<file path="src/pkg/rxpef_map.vh">
// Register map, field positions and reset values of the receive packet filter
//
// Operation
// RULE_01: Filter validity on FIFO write side when enabled
// RULE_02: Orphan end or payload raises missing-start
// RULE_03: After missing-start, drop port data until end
// RULE_04: Data without start never enters the buffer
// RULE_05: Start on open packet pulses missing-end
// RULE_06: Missing-end closes packet with error end entry
// RULE_07: Forced end reads out with error and end
// RULE_08: Missing-end errors latch failing port address
// RULE_09: After missing-end, discard port data until end
// RULE_10: No extra missing-end pulses while discarding
// RULE_11: Writer keeps empty count zero without end
// RULE_12: Nonzero empty count without end starts discard
// RULE_13: Nonzero empty count forces error end, pulses
// RULE_14: Forced end raises write-side packet error
// RULE_15: Error flags are one-cycle pulses per detection
// RULE_16: Overflow holds until empty, then await start
// RULE_17: Use end-available read mode with checking
// RULE_18: Per-port open and discard bits, reset cleared
`ifndef RXPEF_MAP_VH
`define RXPEF_MAP_VH

// ----------------------------------------------------------------------------
// Register byte offsets
// ----------------------------------------------------------------------------
`define RXPEF_CTRL_OFS       4'h0
`define RXPEF_STAT_OFS       4'h4
`define RXPEF_OVF_OFS        4'h8
`define RXPEF_LEVEL_OFS      4'hc

// ----------------------------------------------------------------------------
// Field positions
// ----------------------------------------------------------------------------
`define RXPEF_CTRL_CHK_BIT   0
`define RXPEF_CTRL_EAM_BIT   1
`define RXPEF_STAT_FAIL_LSB  0
`define RXPEF_STAT_EMPTY_BIT 16

// ----------------------------------------------------------------------------
// Reset values
// ----------------------------------------------------------------------------
`define RXPEF_CTRL_CHK_RST   1'b1
`define RXPEF_CTRL_EAM_RST   1'b0

`endif

</file>
<file path="src/core/rxpef_top.v">
// Receive packet filter, shared buffer, reader path and register slave
`timescale 1ns/10ps
`include "rxpef_map.vh"
module rxpef_top #(
  parameter N_PORTS = 4,
  parameter PW      = 2,
  parameter DW      = 64,
  parameter MW      = 3,
  parameter AW      = 4
) (
  input  wire               clk_sys,
  input  wire               resetn,
  input  wire               clk_en,
  // Write stream from the protocol path
  input  wire               wr_valid,
  input  wire [PW-1:0]      wr_port,
  input  wire [DW-1:0]      wr_data,
  input  wire               wr_sop,
  input  wire               wr_eop,
  input  wire               wr_err,
  input  wire [MW-1:0]      empty_byte_count,
  // Reader side
  output wire               rd_valid,
  input  wire               rd_ready,
  output wire [PW-1:0]      rd_port,
  output wire [DW-1:0]      rd_data,
  output wire               rd_pkt_start,
  output wire               rd_pkt_end,
  output wire               rd_pkt_error,
  output wire [MW-1:0]      rd_empty_count,
  // Write-side markers of each buffered entry
  output reg                tx_side_pkt_end_ff,
  output reg                tx_side_pkt_error_ff,
  // Status
  output reg  [N_PORTS-1:0] missing_start_err_ff,
  output reg  [N_PORTS-1:0] missing_end_err_ff,
  output reg  [N_PORTS-1:0] fifo_overflow_err_ff,
  output reg  [PW-1:0]      failing_port_addr_ff,
  // Register slave
  input  wire [3:0]         av_address,
  input  wire               av_read,
  input  wire               av_write,
  input  wire [31:0]        av_writedata,
  input  wire [3:0]         av_byteenable,
  output reg  [31:0]        av_readdata,
  output wire               av_waitrequest
);

  localparam EW    = PW + 3 + MW + DW;
  localparam DEPTH = 1 << AW;
  localparam CW    = AW + 1;
  localparam [CW-1:0] FULL_CNT = {1'b1, {AW{1'b0}}};
  localparam [CW-1:0] NORM_MAX = {1'b0, {AW{1'b1}}};

  // Entry layout: {port, sop, eop, err, mty, data}
  localparam E_MTY = DW;
  localparam E_ERR = DW + MW;
  localparam E_EOP = DW + MW + 1;
  localparam E_SOP = DW + MW + 2;
  localparam E_PRT = DW + MW + 3;

  function [N_PORTS-1:0] port_mask;
    input [PW-1:0] p;
    begin
      port_mask = {{(N_PORTS-1){1'b0}}, 1'b1} << p;
    end
  endfunction

  // --------------------------------------------------------------------------
  // State
  // --------------------------------------------------------------------------
  reg [N_PORTS-1:0] open_ff;
  reg [N_PORTS-1:0] disc_ff;
  reg [N_PORTS-1:0] wsop_ff;
  reg [CW-1:0]      count_ff;
  reg [CW-1:0]      eop_cnt_ff;
  reg [AW-1:0]      wp_ff;
  reg [AW-1:0]      rp_ff;
  reg               inflight_ff;
  reg               chk_en_ff;
  reg               eam_ff;
  reg               ack_ff;

  reg [N_PORTS-1:0] nxt_open_ff;
  reg [N_PORTS-1:0] nxt_disc_ff;
  reg [N_PORTS-1:0] nxt_wsop_ff;
  reg [N_PORTS-1:0] nxt_ovf_ff;
  reg [N_PORTS-1:0] nxt_msop_ff;
  reg [N_PORTS-1:0] nxt_meop_ff;
  reg [PW-1:0]      nxt_fail_ff;
  reg               want_wr;
  reg               want_force;
  reg               wr_en;
  reg               e_eop;
  reg               e_err;
  reg               e_blank;
  reg               p_open;

  wire [N_PORTS-1:0] pm;
  wire               mty_bad;
  wire               room_norm;
  wire               room_force;
  wire [EW-1:0]      wr_entry;
  wire [EW-1:0]      mem_q;
  wire               fetch;
  wire [1:0]         skid_lvl;
  wire [2:0]         pending;
  wire [EW-1:0]      rd_entry;
  wire               bus_req;
  wire               bus_take;

  assign pm         = port_mask(wr_port);
  // A word with leftover bytes must also close the packet
  assign mty_bad    = (empty_byte_count != {MW{1'b0}}) & ~wr_eop;
  // Last slot kept back so a truncating end marker still fits
  assign room_norm  = (count_ff < NORM_MAX);
  assign room_force = (count_ff < FULL_CNT);

  // --------------------------------------------------------------------------
  // Write-side filter
  // --------------------------------------------------------------------------
  always @* begin
    nxt_open_ff = open_ff;
    nxt_disc_ff = disc_ff;
    nxt_wsop_ff = wsop_ff;
    nxt_ovf_ff  = fifo_overflow_err_ff;
    nxt_msop_ff = {N_PORTS{1'b0}};
    nxt_meop_ff = {N_PORTS{1'b0}};
    nxt_fail_ff = failing_port_addr_ff;
    want_wr     = 1'b0;
    want_force  = 1'b0;
    wr_en       = 1'b0;
    e_eop       = wr_eop;
    e_err       = wr_err;
    e_blank     = 1'b0;
    p_open      = open_ff[wr_port];
    if (wr_valid) begin
      if (!chk_en_ff) begin
        want_wr = 1'b1;
      // RULE_16: hold off until empty, then until start
      end else if (fifo_overflow_err_ff[wr_port] |
                   (wsop_ff[wr_port] & ~wr_sop)) begin
        want_wr = 1'b0;
      // RULE_03: discard until end marker
      // RULE_09: discard until end marker
      end else if (disc_ff[wr_port]) begin
        // RULE_10: no flag while rejecting
        if (wr_eop)
          nxt_disc_ff[wr_port] = 1'b0;
      end else if (!p_open) begin
        nxt_wsop_ff[wr_port] = 1'b0;
        if (!wr_sop) begin
          // RULE_02: orphan word flags start
          nxt_msop_ff          = pm;
          // RULE_04: orphan word never written
          nxt_disc_ff[wr_port] = ~wr_eop;
        end else if (mty_bad) begin
          // RULE_13: close at once with error
          want_force           = 1'b1;
          e_eop                = 1'b1;
          e_err                = 1'b1;
          nxt_meop_ff          = pm;
          nxt_fail_ff          = wr_port;
          // RULE_12: drop rest until end
          nxt_disc_ff[wr_port] = 1'b1;
        end else begin
          // RULE_18: track packet per port
          want_wr              = 1'b1;
          nxt_open_ff[wr_port] = ~wr_eop;
        end
      end else if (wr_sop) begin
        // RULE_05: start inside open packet
        nxt_meop_ff          = pm;
        // RULE_08: latch failing port
        nxt_fail_ff          = wr_port;
        // RULE_06: blank error end entry
        want_force           = 1'b1;
        e_blank              = 1'b1;
        nxt_open_ff[wr_port] = 1'b0;
        nxt_disc_ff[wr_port] = ~wr_eop;
      end else if (mty_bad) begin
        // RULE_13: word becomes error end
        want_force           = 1'b1;
        e_eop                = 1'b1;
        e_err                = 1'b1;
        nxt_meop_ff          = pm;
        nxt_fail_ff          = wr_port;
        nxt_open_ff[wr_port] = 1'b0;
        // RULE_12: drop rest until end
        nxt_disc_ff[wr_port] = 1'b1;
      end else begin
        want_wr              = 1'b1;
        nxt_open_ff[wr_port] = ~wr_eop;
      end
    end
    if (want_wr & room_norm) begin
      wr_en = 1'b1;
    end else if (want_force & room_force) begin
      wr_en = 1'b1;
    end else if (want_wr | want_force) begin
      // RULE_16: overflow truncates the open packet
      nxt_ovf_ff  = fifo_overflow_err_ff | pm;
      nxt_wsop_ff = wsop_ff | pm;
      nxt_open_ff[wr_port] = 1'b0;
      nxt_disc_ff[wr_port] = 1'b0;
      // Truncation lost only if the reserve slot is taken too
      if (chk_en_ff & p_open & ~want_force & room_force) begin
        wr_en   = 1'b1;
        e_blank = 1'b1;
      end
    end
    // RULE_16: release once the buffer has drained
    if ((count_ff == {CW{1'b0}}) & ~wr_en & ~(want_wr | want_force))
      nxt_ovf_ff = {N_PORTS{1'b0}};
  end

  // RULE_06: blank entries close the packet with error
  assign wr_entry = e_blank ?
    {wr_port, 1'b0, 1'b1, 1'b1, {MW{1'b0}}, {DW{1'b0}}} :
    {wr_port, wr_sop, e_eop, e_err, empty_byte_count, wr_data};

  // --------------------------------------------------------------------------
  // Filter and buffer registers
  // --------------------------------------------------------------------------
  always @(posedge clk_sys) begin
    if (!resetn) begin
      open_ff              <= {N_PORTS{1'b0}};
      disc_ff              <= {N_PORTS{1'b0}};
      wsop_ff              <= {N_PORTS{1'b0}};
      fifo_overflow_err_ff <= {N_PORTS{1'b0}};
      missing_start_err_ff <= {N_PORTS{1'b0}};
      missing_end_err_ff   <= {N_PORTS{1'b0}};
      failing_port_addr_ff <= {PW{1'b0}};
      tx_side_pkt_end_ff   <= 1'b0;
      tx_side_pkt_error_ff <= 1'b0;
      count_ff             <= {CW{1'b0}};
      eop_cnt_ff           <= {CW{1'b0}};
      wp_ff                <= {AW{1'b0}};
      rp_ff                <= {AW{1'b0}};
      inflight_ff          <= 1'b0;
    end else if (clk_en) begin
      // RULE_18: per-port state updated per word
      open_ff              <= nxt_open_ff;
      disc_ff              <= nxt_disc_ff;
      wsop_ff              <= nxt_wsop_ff;
      fifo_overflow_err_ff <= nxt_ovf_ff;
      // RULE_15: single-cycle error pulses
      missing_start_err_ff <= nxt_msop_ff;
      missing_end_err_ff   <= nxt_meop_ff;
      failing_port_addr_ff <= nxt_fail_ff;
      // RULE_14: write-side error on forced end
      tx_side_pkt_end_ff   <= wr_en & wr_entry[E_EOP];
      tx_side_pkt_error_ff <= wr_en & wr_entry[E_ERR];
      if (wr_en)
        wp_ff <= wp_ff + {{(AW-1){1'b0}}, 1'b1};
      if (fetch)
        rp_ff <= rp_ff + {{(AW-1){1'b0}}, 1'b1};
      count_ff <= count_ff + {{(CW-1){1'b0}}, wr_en}
                           - {{(CW-1){1'b0}}, fetch};
      eop_cnt_ff <= eop_cnt_ff
                  + {{(CW-1){1'b0}}, wr_en & wr_entry[E_EOP]}
                  - {{(CW-1){1'b0}}, inflight_ff & mem_q[E_EOP]};
      inflight_ff <= fetch;
    end
  end

  rxpef_mem #(
    .EW (EW),
    .AW (AW)
  ) u_mem (
    .clk_sys  (clk_sys),
    .clk_en   (clk_en),
    .we       (wr_en),
    .waddr    (wp_ff),
    .wdata    (wr_entry),
    .re       (fetch),
    .raddr    (rp_ff),
    .rdata_ff (mem_q)
  );

  // --------------------------------------------------------------------------
  // Reader path
  // --------------------------------------------------------------------------
  // Fetch only what the two-entry buffer can still hold
  assign pending = {1'b0, skid_lvl} + {2'b00, inflight_ff};
  // End-available mode waits for a whole packet, one read in flight
  assign fetch = (count_ff != {CW{1'b0}}) & (pending < 3'd2) &
                 (~eam_ff | ((eop_cnt_ff != {CW{1'b0}}) & ~inflight_ff)) &
                 clk_en;

  rxpef_skid #(
    .W (EW)
  ) u_skid (
    .clk_sys   (clk_sys),
    .resetn    (resetn),
    .clk_en    (clk_en),
    .in_valid  (inflight_ff),
    .in_ready  (),
    .in_data   (mem_q),
    .out_valid (rd_valid),
    .out_ready (rd_ready),
    .out_data  (rd_entry),
    .level     (skid_lvl)
  );

  // RULE_07: forced entry shows error and end together
  assign rd_pkt_end     = rd_entry[E_EOP];
  assign rd_pkt_error   = rd_entry[E_ERR];
  assign rd_pkt_start   = rd_entry[E_SOP];
  assign rd_port        = rd_entry[E_PRT +: PW];
  assign rd_empty_count = rd_entry[E_MTY +: MW];
  assign rd_data        = rd_entry[DW-1:0];

  // --------------------------------------------------------------------------
  // Register slave
  // --------------------------------------------------------------------------
  // One wait state on every access keeps read data registered
  assign bus_req        = av_read | av_write;
  assign av_waitrequest = bus_req & ~(ack_ff & clk_en);
  assign bus_take       = bus_req & ack_ff & clk_en;

  always @(posedge clk_sys) begin
    if (!resetn) begin
      ack_ff      <= 1'b0;
      chk_en_ff   <= `RXPEF_CTRL_CHK_RST;
      eam_ff      <= `RXPEF_CTRL_EAM_RST;
      av_readdata <= 32'h0000_0000;
    end else if (clk_en) begin
      ack_ff <= bus_req & ~ack_ff;
      if (av_read & ~ack_ff) begin
        case (av_address)
          `RXPEF_CTRL_OFS: begin
            av_readdata <= 32'h0000_0000;
            av_readdata[`RXPEF_CTRL_CHK_BIT] <= chk_en_ff;
            av_readdata[`RXPEF_CTRL_EAM_BIT] <= eam_ff;
          end
          `RXPEF_STAT_OFS: begin
            av_readdata <= 32'h0000_0000;
            av_readdata[`RXPEF_STAT_FAIL_LSB +: PW] <= failing_port_addr_ff;
            av_readdata[`RXPEF_STAT_EMPTY_BIT] <=
              (count_ff == {CW{1'b0}});
          end
          `RXPEF_OVF_OFS: begin
            av_readdata <= {{(32-N_PORTS){1'b0}}, fifo_overflow_err_ff};
          end
          `RXPEF_LEVEL_OFS: begin
            av_readdata <= {{(32-CW){1'b0}}, count_ff};
          end
          default: begin
            av_readdata <= 32'h0000_0000;
          end
        endcase
      end
      // RULE_01: software enables the filter
      if (bus_take & av_write & (av_address == `RXPEF_CTRL_OFS) &
          av_byteenable[0]) begin
        chk_en_ff <= av_writedata[`RXPEF_CTRL_CHK_BIT];
        eam_ff    <= av_writedata[`RXPEF_CTRL_EAM_BIT];
      end
    end
  end

endmodule

</file>
<file path="src/core/rxpef_mem.v">
// Buffer storage with registered read port
`timescale 1ns/10ps
module rxpef_mem #(
  parameter EW = 72,
  parameter AW = 4
) (
  input  wire          clk_sys,
  input  wire          clk_en,
  input  wire          we,
  input  wire [AW-1:0] waddr,
  input  wire [EW-1:0] wdata,
  input  wire          re,
  input  wire [AW-1:0] raddr,
  output reg  [EW-1:0] rdata_ff
);

  reg [EW-1:0] store [0:(1<<AW)-1];

  // No reset on the array; read data qualified by the caller
  always @(posedge clk_sys) begin
    if (clk_en) begin
      if (we)
        store[waddr] <= wdata;
      if (re)
        rdata_ff <= store[raddr];
    end
  end

endmodule

</file>
<file path="src/core/rxpef_skid.v">
// Two-entry valid/ready buffer
`timescale 1ns/10ps
module rxpef_skid #(
  parameter W = 72
) (
  input  wire         clk_sys,
  input  wire         resetn,
  input  wire         clk_en,
  input  wire         in_valid,
  output wire         in_ready,
  input  wire [W-1:0] in_data,
  output wire         out_valid,
  input  wire         out_ready,
  output wire [W-1:0] out_data,
  output wire [1:0]   level
);

  reg [W-1:0] d0_ff;
  reg [W-1:0] d1_ff;
  reg [1:0]   cnt_ff;
  wire        push;
  wire        pop;

  assign in_ready  = (cnt_ff != 2'd2) & clk_en;
  assign out_valid = (cnt_ff != 2'd0);
  assign out_data  = d0_ff;
  assign level     = cnt_ff;
  assign push      = in_valid & in_ready;
  assign pop       = out_valid & out_ready & clk_en;

  always @(posedge clk_sys) begin
    if (!resetn) begin
      d0_ff  <= {W{1'b0}};
      d1_ff  <= {W{1'b0}};
      cnt_ff <= 2'd0;
    end else if (clk_en) begin
      if (push & pop) begin
        if (cnt_ff == 2'd1) begin
          d0_ff <= in_data;
        end else begin
          d0_ff <= d1_ff;
          d1_ff <= in_data;
        end
      end else if (push) begin
        if (cnt_ff == 2'd0)
          d0_ff <= in_data;
        else
          d1_ff <= in_data;
        cnt_ff <= cnt_ff + 2'd1;
      end else if (pop) begin
        d0_ff  <= d1_ff;
        cnt_ff <= cnt_ff - 2'd1;
      end
    end
  end

endmodule

</file>
<file path="config.mk">
export PLATFORM = sky130hd
export DESIGN_NAME = rxpef_top
export DESIGN_NICKNAME = d
export VERILOG_FILES = /design/src/core/rxpef_top.v /design/src/core/rxpef_mem.v /design/src/core/rxpef_skid.v
export VERILOG_INCLUDE_DIRS = /design/src /design/src/pkg
export SDC_FILE = /design/constraint.sdc
export NUM_CORES = 2
export LEC_CHECK = 0
export BUFFER_PORTS_ARGS = -buffer_cell sky130_fd_sc_hd__buf_2
export CAP_MARGIN = 10
export CORE_AREA = 3 3 315 317
export CTS_BUF_LIST = sky130_fd_sc_hd__clkbuf_8
export DETAILED_ROUTE_END_ITERATION = 10
export DIE_AREA = 0 0 318 320
export HOLD_SLACK_MARGIN = 0.03
export PLACE_DENSITY = 0.77
export SLEW_MARGIN = 20
export SYNTH_ARGS = -nofsm -noshare
export SYNTH_HDL_FRONTEND = slang
export SYNTH_HIERARCHICAL = 1
export SYNTH_SLANG_ARGS = --single-unit
</file>
<file path="constraint.sdc">
create_clock -name clk_sys -period 8.45 [get_ports clk_sys]
set_clock_uncertainty 0.05 [all_clocks]
set_input_delay 1.69 -clock clk_sys [delete_from_list [all_inputs] [get_ports clk_sys]]
set_output_delay 1.69 -clock clk_sys [all_outputs]
set_load 0.1 [all_outputs]
</file>
Word level (Yosys, flattened, before mapping)
Memories as Yosys holds them, arrays and structs flattened. A register that Yosys moved wholly into a read port is not among the register bits.
Cells that the tools add are included.
{"block": "totals", "register_bits": 228, "ramBits": 1152, "inputBits": 119, "output_inout_bits": 122, "memories": 1}
{"block": "op_classes", "addsub": 9, "magnitude_cmp": 5, "n_eq_ne": 10, "shifts": 1, "muxes": 128, "n_bitwise": 55, "reduce_logical": 22}
{"memory": "u_mem.store", "words": 16, "word_bits": 72, "rd": 1, "rd_ports_with_merged_regs": 1, "wr": 1, "line": "rxpef_mem.v:17", "rtl": "reg [EW-1:0] store [0:(1<<AW)-1];"}
{"op": "$mux W72", "n": 9}
{"op": "$mux W4", "n": 50}
{"op": "$mux W70", "n": 1}
{"op": "$pmux W17 S4", "n": 1}
{"op": "$mux W1", "n": 54}
{"op": "$and A1 B1 Y1", "n": 30}
{"op": "$and A4 B4 Y4", "n": 5}
{"op": "$mux W2", "n": 6}
{"op": "$not A1 Y1", "n": 12}
{"op": "$or A4 B4 Y4", "n": 3}
{"op": "$add A5 B1 Y5", "n": 2}
{"op": "$reduce_bool A2 Y1", "n": 5}
{"op": "$reduce_bool A5 Y1", "n": 2}
{"op": "$sub A5 B1 Y5", "n": 2}
{"op": "$add A4 B1 Y4 const B", "n": 2}
{"op": "$bmux W1 S2", "n": 4}
{"op": "$bwmux W4", "n": 2}
{"op": "$eq A4 B4 Y1 const B", "n": 2}
{"op": "$reduce_and A2 Y1", "n": 4}
{"op": "$reduce_and A4 Y1", "n": 2}
{"op": "$ne A2 B1 Y1 const B", "n": 3}
{"op": "$reduce_and A3 Y1", "n": 2}
{"op": "$reduce_and A6 Y1", "n": 1}
{"op": "$reduce_bool A3 Y1", "n": 2}
{"op": "20 further kinds", "n": 24}

Depth between registers and ports, before layout
{"block": "logic_depth", "word_depth": 21, "ltp_mapped": 19, "depth_no_buf": 18}

Modules after synthesis
The synthesis kept the hierarchy.
{"mod": "rxpef_mem", "instances": 1, "cells_each": 1852, "area_each_um2": 45282.2, "seq_area_each_um2": 36755.3}
{"mod": "rxpef_skid", "instances": 1, "cells_each": 743, "area_each_um2": 5881.9, "seq_area_each_um2": 2922.8}
{"mod": "rxpef_top", "instances": 1, "cells_each": 467, "area_each_um2": 3877.5, "seq_area_each_um2": 1121.1}

Worst setup path before layout
No wires, ideal clock.
{"block": "synth_path", "path_kind": "input to register", "from": "input port wr_port[0]", "to": "memory u_mem.store[0][0], enable pin", "setup_time_ns": 0.590, "arrival_ns": 8.453, "required_ns": 7.810, "setup_slack_ns": -0.644, "stages": 10, "path_cell_list": "buf_4 -> mux4_2 -> nor3b_1 -> o2111ai_2 -> nand3_2 -> o211a_1 -> buf_2 -> nand2_1 -> or3_1 -> nor3_1"}
{"block": "synth_between", "elab_chain_cells": 17}
{"item": "start: declaration", "line": "rxpef_top.v:16", "rtl": "input wire [PW-1:0] wr_port,"}
{"item": "$bmux W1 S2 (on tied branches)", "line": "rxpef_top.v:136, rxpef_top.v:142"}
{"item": "$mux W1 (on tied branches)", "line": "rxpef_top.v:136, rxpef_top.v:142"}
{"item": "$mux W1 or $and A1 B1 Y1 (tied branches)", "line": "rxpef_top.v:150, rxpef_top.v:142"}
{"item": "$mux W1 or $or A1 B1 Y1 (tied branches)", "line": "rxpef_top.v:146, rxpef_top.v:141"}
{"item": "$mux W1", "line": "rxpef_top.v:141", "rtl": "end else if (fifo_overflow_err_ff[wr_port] |"}
{"item": "$mux W1", "line": "rxpef_top.v:138", "rtl": "if (!chk_en_ff) begin"}
{"item": "$mux W1", "line": "rxpef_top.v:137", "rtl": "if (wr_valid) begin"}
{"item": "$not A1 Y1", "line": "rxpef_top.v:207", "rtl": "if (chk_en_ff & p_open & ~want_force & room_force) begin"}
{"item": "$and A1 B1 Y1 (2 in series)", "line": "rxpef_top.v:207"}
{"item": "$mux W1", "line": "rxpef_top.v:207"}
{"item": "$mux W1", "line": "rxpef_top.v:200", "rtl": "end else if (want_wr | want_force) begin"}
{"item": "$mux W1", "line": "rxpef_top.v:198", "rtl": "end else if (want_force & room_force) begin"}
{"item": "$mux W1 *", "line": "rxpef_top.v:196", "rtl": "if (want_wr & room_norm) begin"}
{"item": "via wr_en", "line": "rxpef_top.v:93", "rtl": "reg wr_en;"}
{"item": "$mux W1 *", "line": "rxpef_mem.v:22", "rtl": "if (we)"}
{"item": "$mux W1 *", "line": "rxpef_mem.v:21", "rtl": "if (clk_en) begin"}
{"item": "$mux W1 (implied by the code) *", "line": "rxpef_mem.v:23", "rtl": "store[waddr] <= wdata;"}
{"item": "end: declaration", "line": "rxpef_mem.v:17"}
Mark *: on every way through the listed nets, which the timed path passes. The rest lies on a longest branch. The select of a mux whose other input is x is not followed.

Worst setup path in the final report
{"block": "layout_path", "from": "input port wr_port[1]", "to": "register eop_cnt_ff[4]"}
{"block": "layout_between", "elab_chain_cells": 18}
{"item": "$bmux W1 S2 (on tied branches)", "line": "rxpef_top.v:136, rxpef_top.v:142"}
{"item": "$mux W1 (on tied branches)", "line": "rxpef_top.v:136, rxpef_top.v:142"}
{"item": "$mux W1 or $and A1 B1 Y1 (tied branches)", "line": "rxpef_top.v:150, rxpef_top.v:142"}
{"item": "$mux W1 or $or A1 B1 Y1 (tied branches)", "line": "rxpef_top.v:146, rxpef_top.v:141"}
{"item": "$mux W1", "line": "rxpef_top.v:141"}
{"item": "$mux W1", "line": "rxpef_top.v:138"}
{"item": "$mux W1", "line": "rxpef_top.v:137"}
{"item": "$not A1 Y1", "line": "rxpef_top.v:207"}
{"item": "[... 3 more ...]"}
{"item": "$mux W1", "line": "rxpef_top.v:200"}
{"item": "$mux W1", "line": "rxpef_top.v:198"}
{"item": "$mux W1", "line": "rxpef_top.v:196"}
{"item": "$mux W70 *", "line": "rxpef_top.v:218", "rtl": "assign wr_entry = e_blank ?"}
{"item": "via wr_entry[68]", "line": "rxpef_top.v:103", "rtl": "wire [EW-1:0] wr_entry;"}
{"item": "$and A1 B1 Y1 *", "line": "rxpef_top.v:261", "rtl": "+ {{(CW-1){1'b0}}, wr_en & wr_entry[E_EOP]}"}
{"item": "$add A5 B1 Y5 *", "line": "rxpef_top.v:261"}
{"item": "$sub A5 B1 Y5 *", "line": "rxpef_top.v:262", "rtl": "- {{(CW-1){1'b0}}, inflight_ff & mem_q[E_EOP]};"}
{"item": "end signal: assignment", "line": "rxpef_top.v:237", "rtl": "eop_cnt_ff <= {CW{1'b0}};"}
{"item": "end signal: assignment", "line": "rxpef_top.v:260", "rtl": "eop_cnt_ff <= eop_cnt_ff"}
{"item": "end: declaration", "line": "rxpef_top.v:76", "rtl": "reg [CW-1:0] eop_cnt_ff;"}
Marked as above.
A chain may end at the register's enable or synchronous reset.

==> run_results.csv <==
group,metric,value,unit
status,outcome,"finished clean",
floorplanning,io_pins,241,
hold_path,hold_path.class,"reg2reg",
global_routing,grt_overflow_total,0,
route,vias,29520,
critical_path,crit_type,"in2reg",
global_routing,grt_pass1_vias,29860,
place,gp_congestion,0.8087,
synth,syn_inst,3061,
floorplanning,die_height,320,microns
pwr,finalPower,16290,uW
critical_path,worstReg2RegStart,"open_ff[2]",
synth,netlist_area,0.05504,sq mm
pwr,power_frac_seq,0.496,
pwr,p_int,11800,uW
critical_path,reg2reg_depth,9,
route,routed_wl,124200,microns
floorplanning,die_area,0.1018,sq mm
pwr,p_sw_frac,0.2757,
place,io_buffers,181,
floorplanning,die_x,318,microns
finish,syn2layout_area_growth,11.23,%
clock_network,clk_pin_slew,0.06,ns
clock_network,post_cts.repair.setup_buffers,0,
clock_network,cts_made_buffers,210,
timing,grt_setup_unrepaired,"no",
global_routing,grt_max_degree,119,
finish,fin_nets,3458,
floorplanning,core_area,0.09657,sq mm
pwr,clkPwrFrac,0.318,
critical_path,arrival,6.31,ns
route,drc,0,
route,drt_iter0_markers,3302,
finish,fillers,6366,
clock_network,clock_latency,0.88,ns
place,dpl.hpwl,65540,microns
timing,fin_setup_tns,0,ns
timing,finalSetupViolations,0,
finish,layout-drive-gt1-share,0.2375,
pwr,combinationalPowerShare,0.186,
synth,ys.warnings.count,6,
global_routing,grt_pass1_wl,186600,microns
clock_network,cts-resized-gates,0,
floorplanning,start_util,0.5699,
critical_path,startpoint_type,"primary input",
clock_network,cts_tree,"yes",
timing,fin_crit_sh,0.6618,
global_routing,grt_usage,0.2450,
route,ant_nets,0,
clock_network,h-tree-depth,4,
critical_path,cp_max_fo,30,
synth,avgSynthCellArea,17.98,sq um
critical_path,r2r_end,"u_mem/store[1][37]",
route,wire_per_inst,25.99,microns
clock_network,hold_buffers,0,
timing,relSlewSlack,0.2535,
timing,worst_pin_slew,1.120,ns
critical_path,ff2ff_setup_slack,3.94,ns
route,dr.pass1.iters,6,
pwr,irDropWorstVdd,0.2255,mV
pwr,p_leak,0.01984,uW
pwr,power.switching,4490,uW
clock_network,clock-sinks,1426,
timing,hold_ws,0.3972,ns
timing,post-route-min-period,5.592,ns
clock_network,cts_root_buffer,"clkbuf_8",
job,cap_violations,0,
critical_path,crit_required,9.17,ns
route,avgViaCountPerCell,6.177,
floorplanning,rows,114,
timing,hold_viol,0,
clock_network,cts_max_path_buffers,3,
timing,finalMaxSlewViolations,0,
global_routing,antenna_found_initial,7,
critical_path,end_kind,"flop",
timing,max_freq,178.8,MHz
pwr,power.density,266.1,mW/mm^2
critical_path,crit_path_end,"eop_cnt_ff[4]",
critical_path,startpoint,"wr_port[1]",
[how the worst min path moves through the flow]
stage / start / endpoint / slack (ns) / cells past startpoint
3_5_place_dp: u_skid/d1_ff[7] / u_skid/d1_ff[7] / 0.41 / 2
4_1_cts: u_skid/d1_ff[35] / u_skid/out_data[35] / 0.41 / 2
6_report: u_skid/d1_ff[35] / u_skid/out_data[35] / 0.40 / 2
5_1_grt: u_skid/d1_ff[35] / u_skid/out_data[35] / 0.43 / 2
3_3_place_gp: av_readdata[16] / av_readdata[16] / 0.40 / 2
2_1_floorplan: u_skid/d1_ff[63] / u_skid/d1_ff[63] / 0.39 / 2
[power by group through the flow]
| stage | logic, uW | registers (uW) | clock network [uW] |
|---|---|---|---|
| finish | 3030 | 8070 | 5180 |
| global route | 3250 | 8090 | 5610 |
| CTS | 3040 | 8090 | 5280 |
| detailed placement | 3020 | 8240 | 0 |
| global placement | 2960 | 8230 | 0 |
| floorplan | 2190 | 8570 | 0 |
[critical path, stage by stage]
cell	delay [ns]
buf_2	0.47
mux4_2	0.75
a31o_1	0.28
nand4_1	0.15
nand2b_1	0.11
nor4_2	0.34
a211o_1	0.53
nand2_1	0.13
ha_1	0.29
inv_1	0.04
ha_1	0.21
fa_1	0.44
a21oi_1	0.18
nor2_1	0.06
nor2_1	0.11
xnor2_1	0.13
nand2_1	0.08
xnor2_1	0.15
and2_1	0.14
[metal layers]
metal  up-vias  routed length, microns  GRT usage  part of all wire
li1      12600                       -          -                 -
met1     15110                   48130     0.3345              0.39
met2      1567                   61790     0.4030              0.50
met3       230                   11030    0.04556             0.089
met4         2                    3212    0.08431             0.026
met5         -                      12          0          0.000097
[layout by cell type (no fill, tap or decap), types with 8 or more instances in the layout]
cell,n
nand3_1,9
nand2_1,405
buf_12,13
buf_2,180
edfxtp_1,1224
mux4_2,294
a31oi_1,73
nor2_4,14
clkinv_2,29
nor2_1,21
mux2i_1,13
a21oi_1,15
dfxtp_1,200
clkinv_1,43
conb_1,26
buf_4,31
ha_1,21
a21boi_0,87
a22oi_1,150
o21ai_0,82
clkbuf_8,221
nor2b_1,26
and2_1,79
xnor2_1,12
nor3_1,8
inv_1,107
[metrics by stage]
step                      setup slack, ns    util  cell area, sq um  instances
after CTS                           2.944  0.6335             61170       4774
after global routing                2.583  0.6339             61210       4776
after global placement              2.015  0.5922             57180       4378
after floorplan                     1.305       -             55150       3086
final                               2.858  0.6339             61210       4778
after detailed placement            1.971  0.5923             57200       4379
[registers in the layout, indices dropped and copies added (netlist names), 5 cells and up]
name             count
u_mem/rdata_ff      72
eop_cnt_ff           5
u_mem/store       1152
u_skid/out_data     72
av_readdata          6
u_skid/d1_ff        72
count_ff             5
[final cells by class]
type,count,area (sq um),share of cell area
diodes,3,7.507,0.0001226
flip-flops and latches,1426,40810,0.6666
well taps,1276,1597,0.02608
inverters,25,93.84,0.001533
repair buffers,228,1459,0.02383
multi-input cells,1425,13270,0.2168
clock buffers,221,3042,0.04969
clock inverters,174,935.9,0.01529
Note: power is estimated with default switching activity, not from simulation.
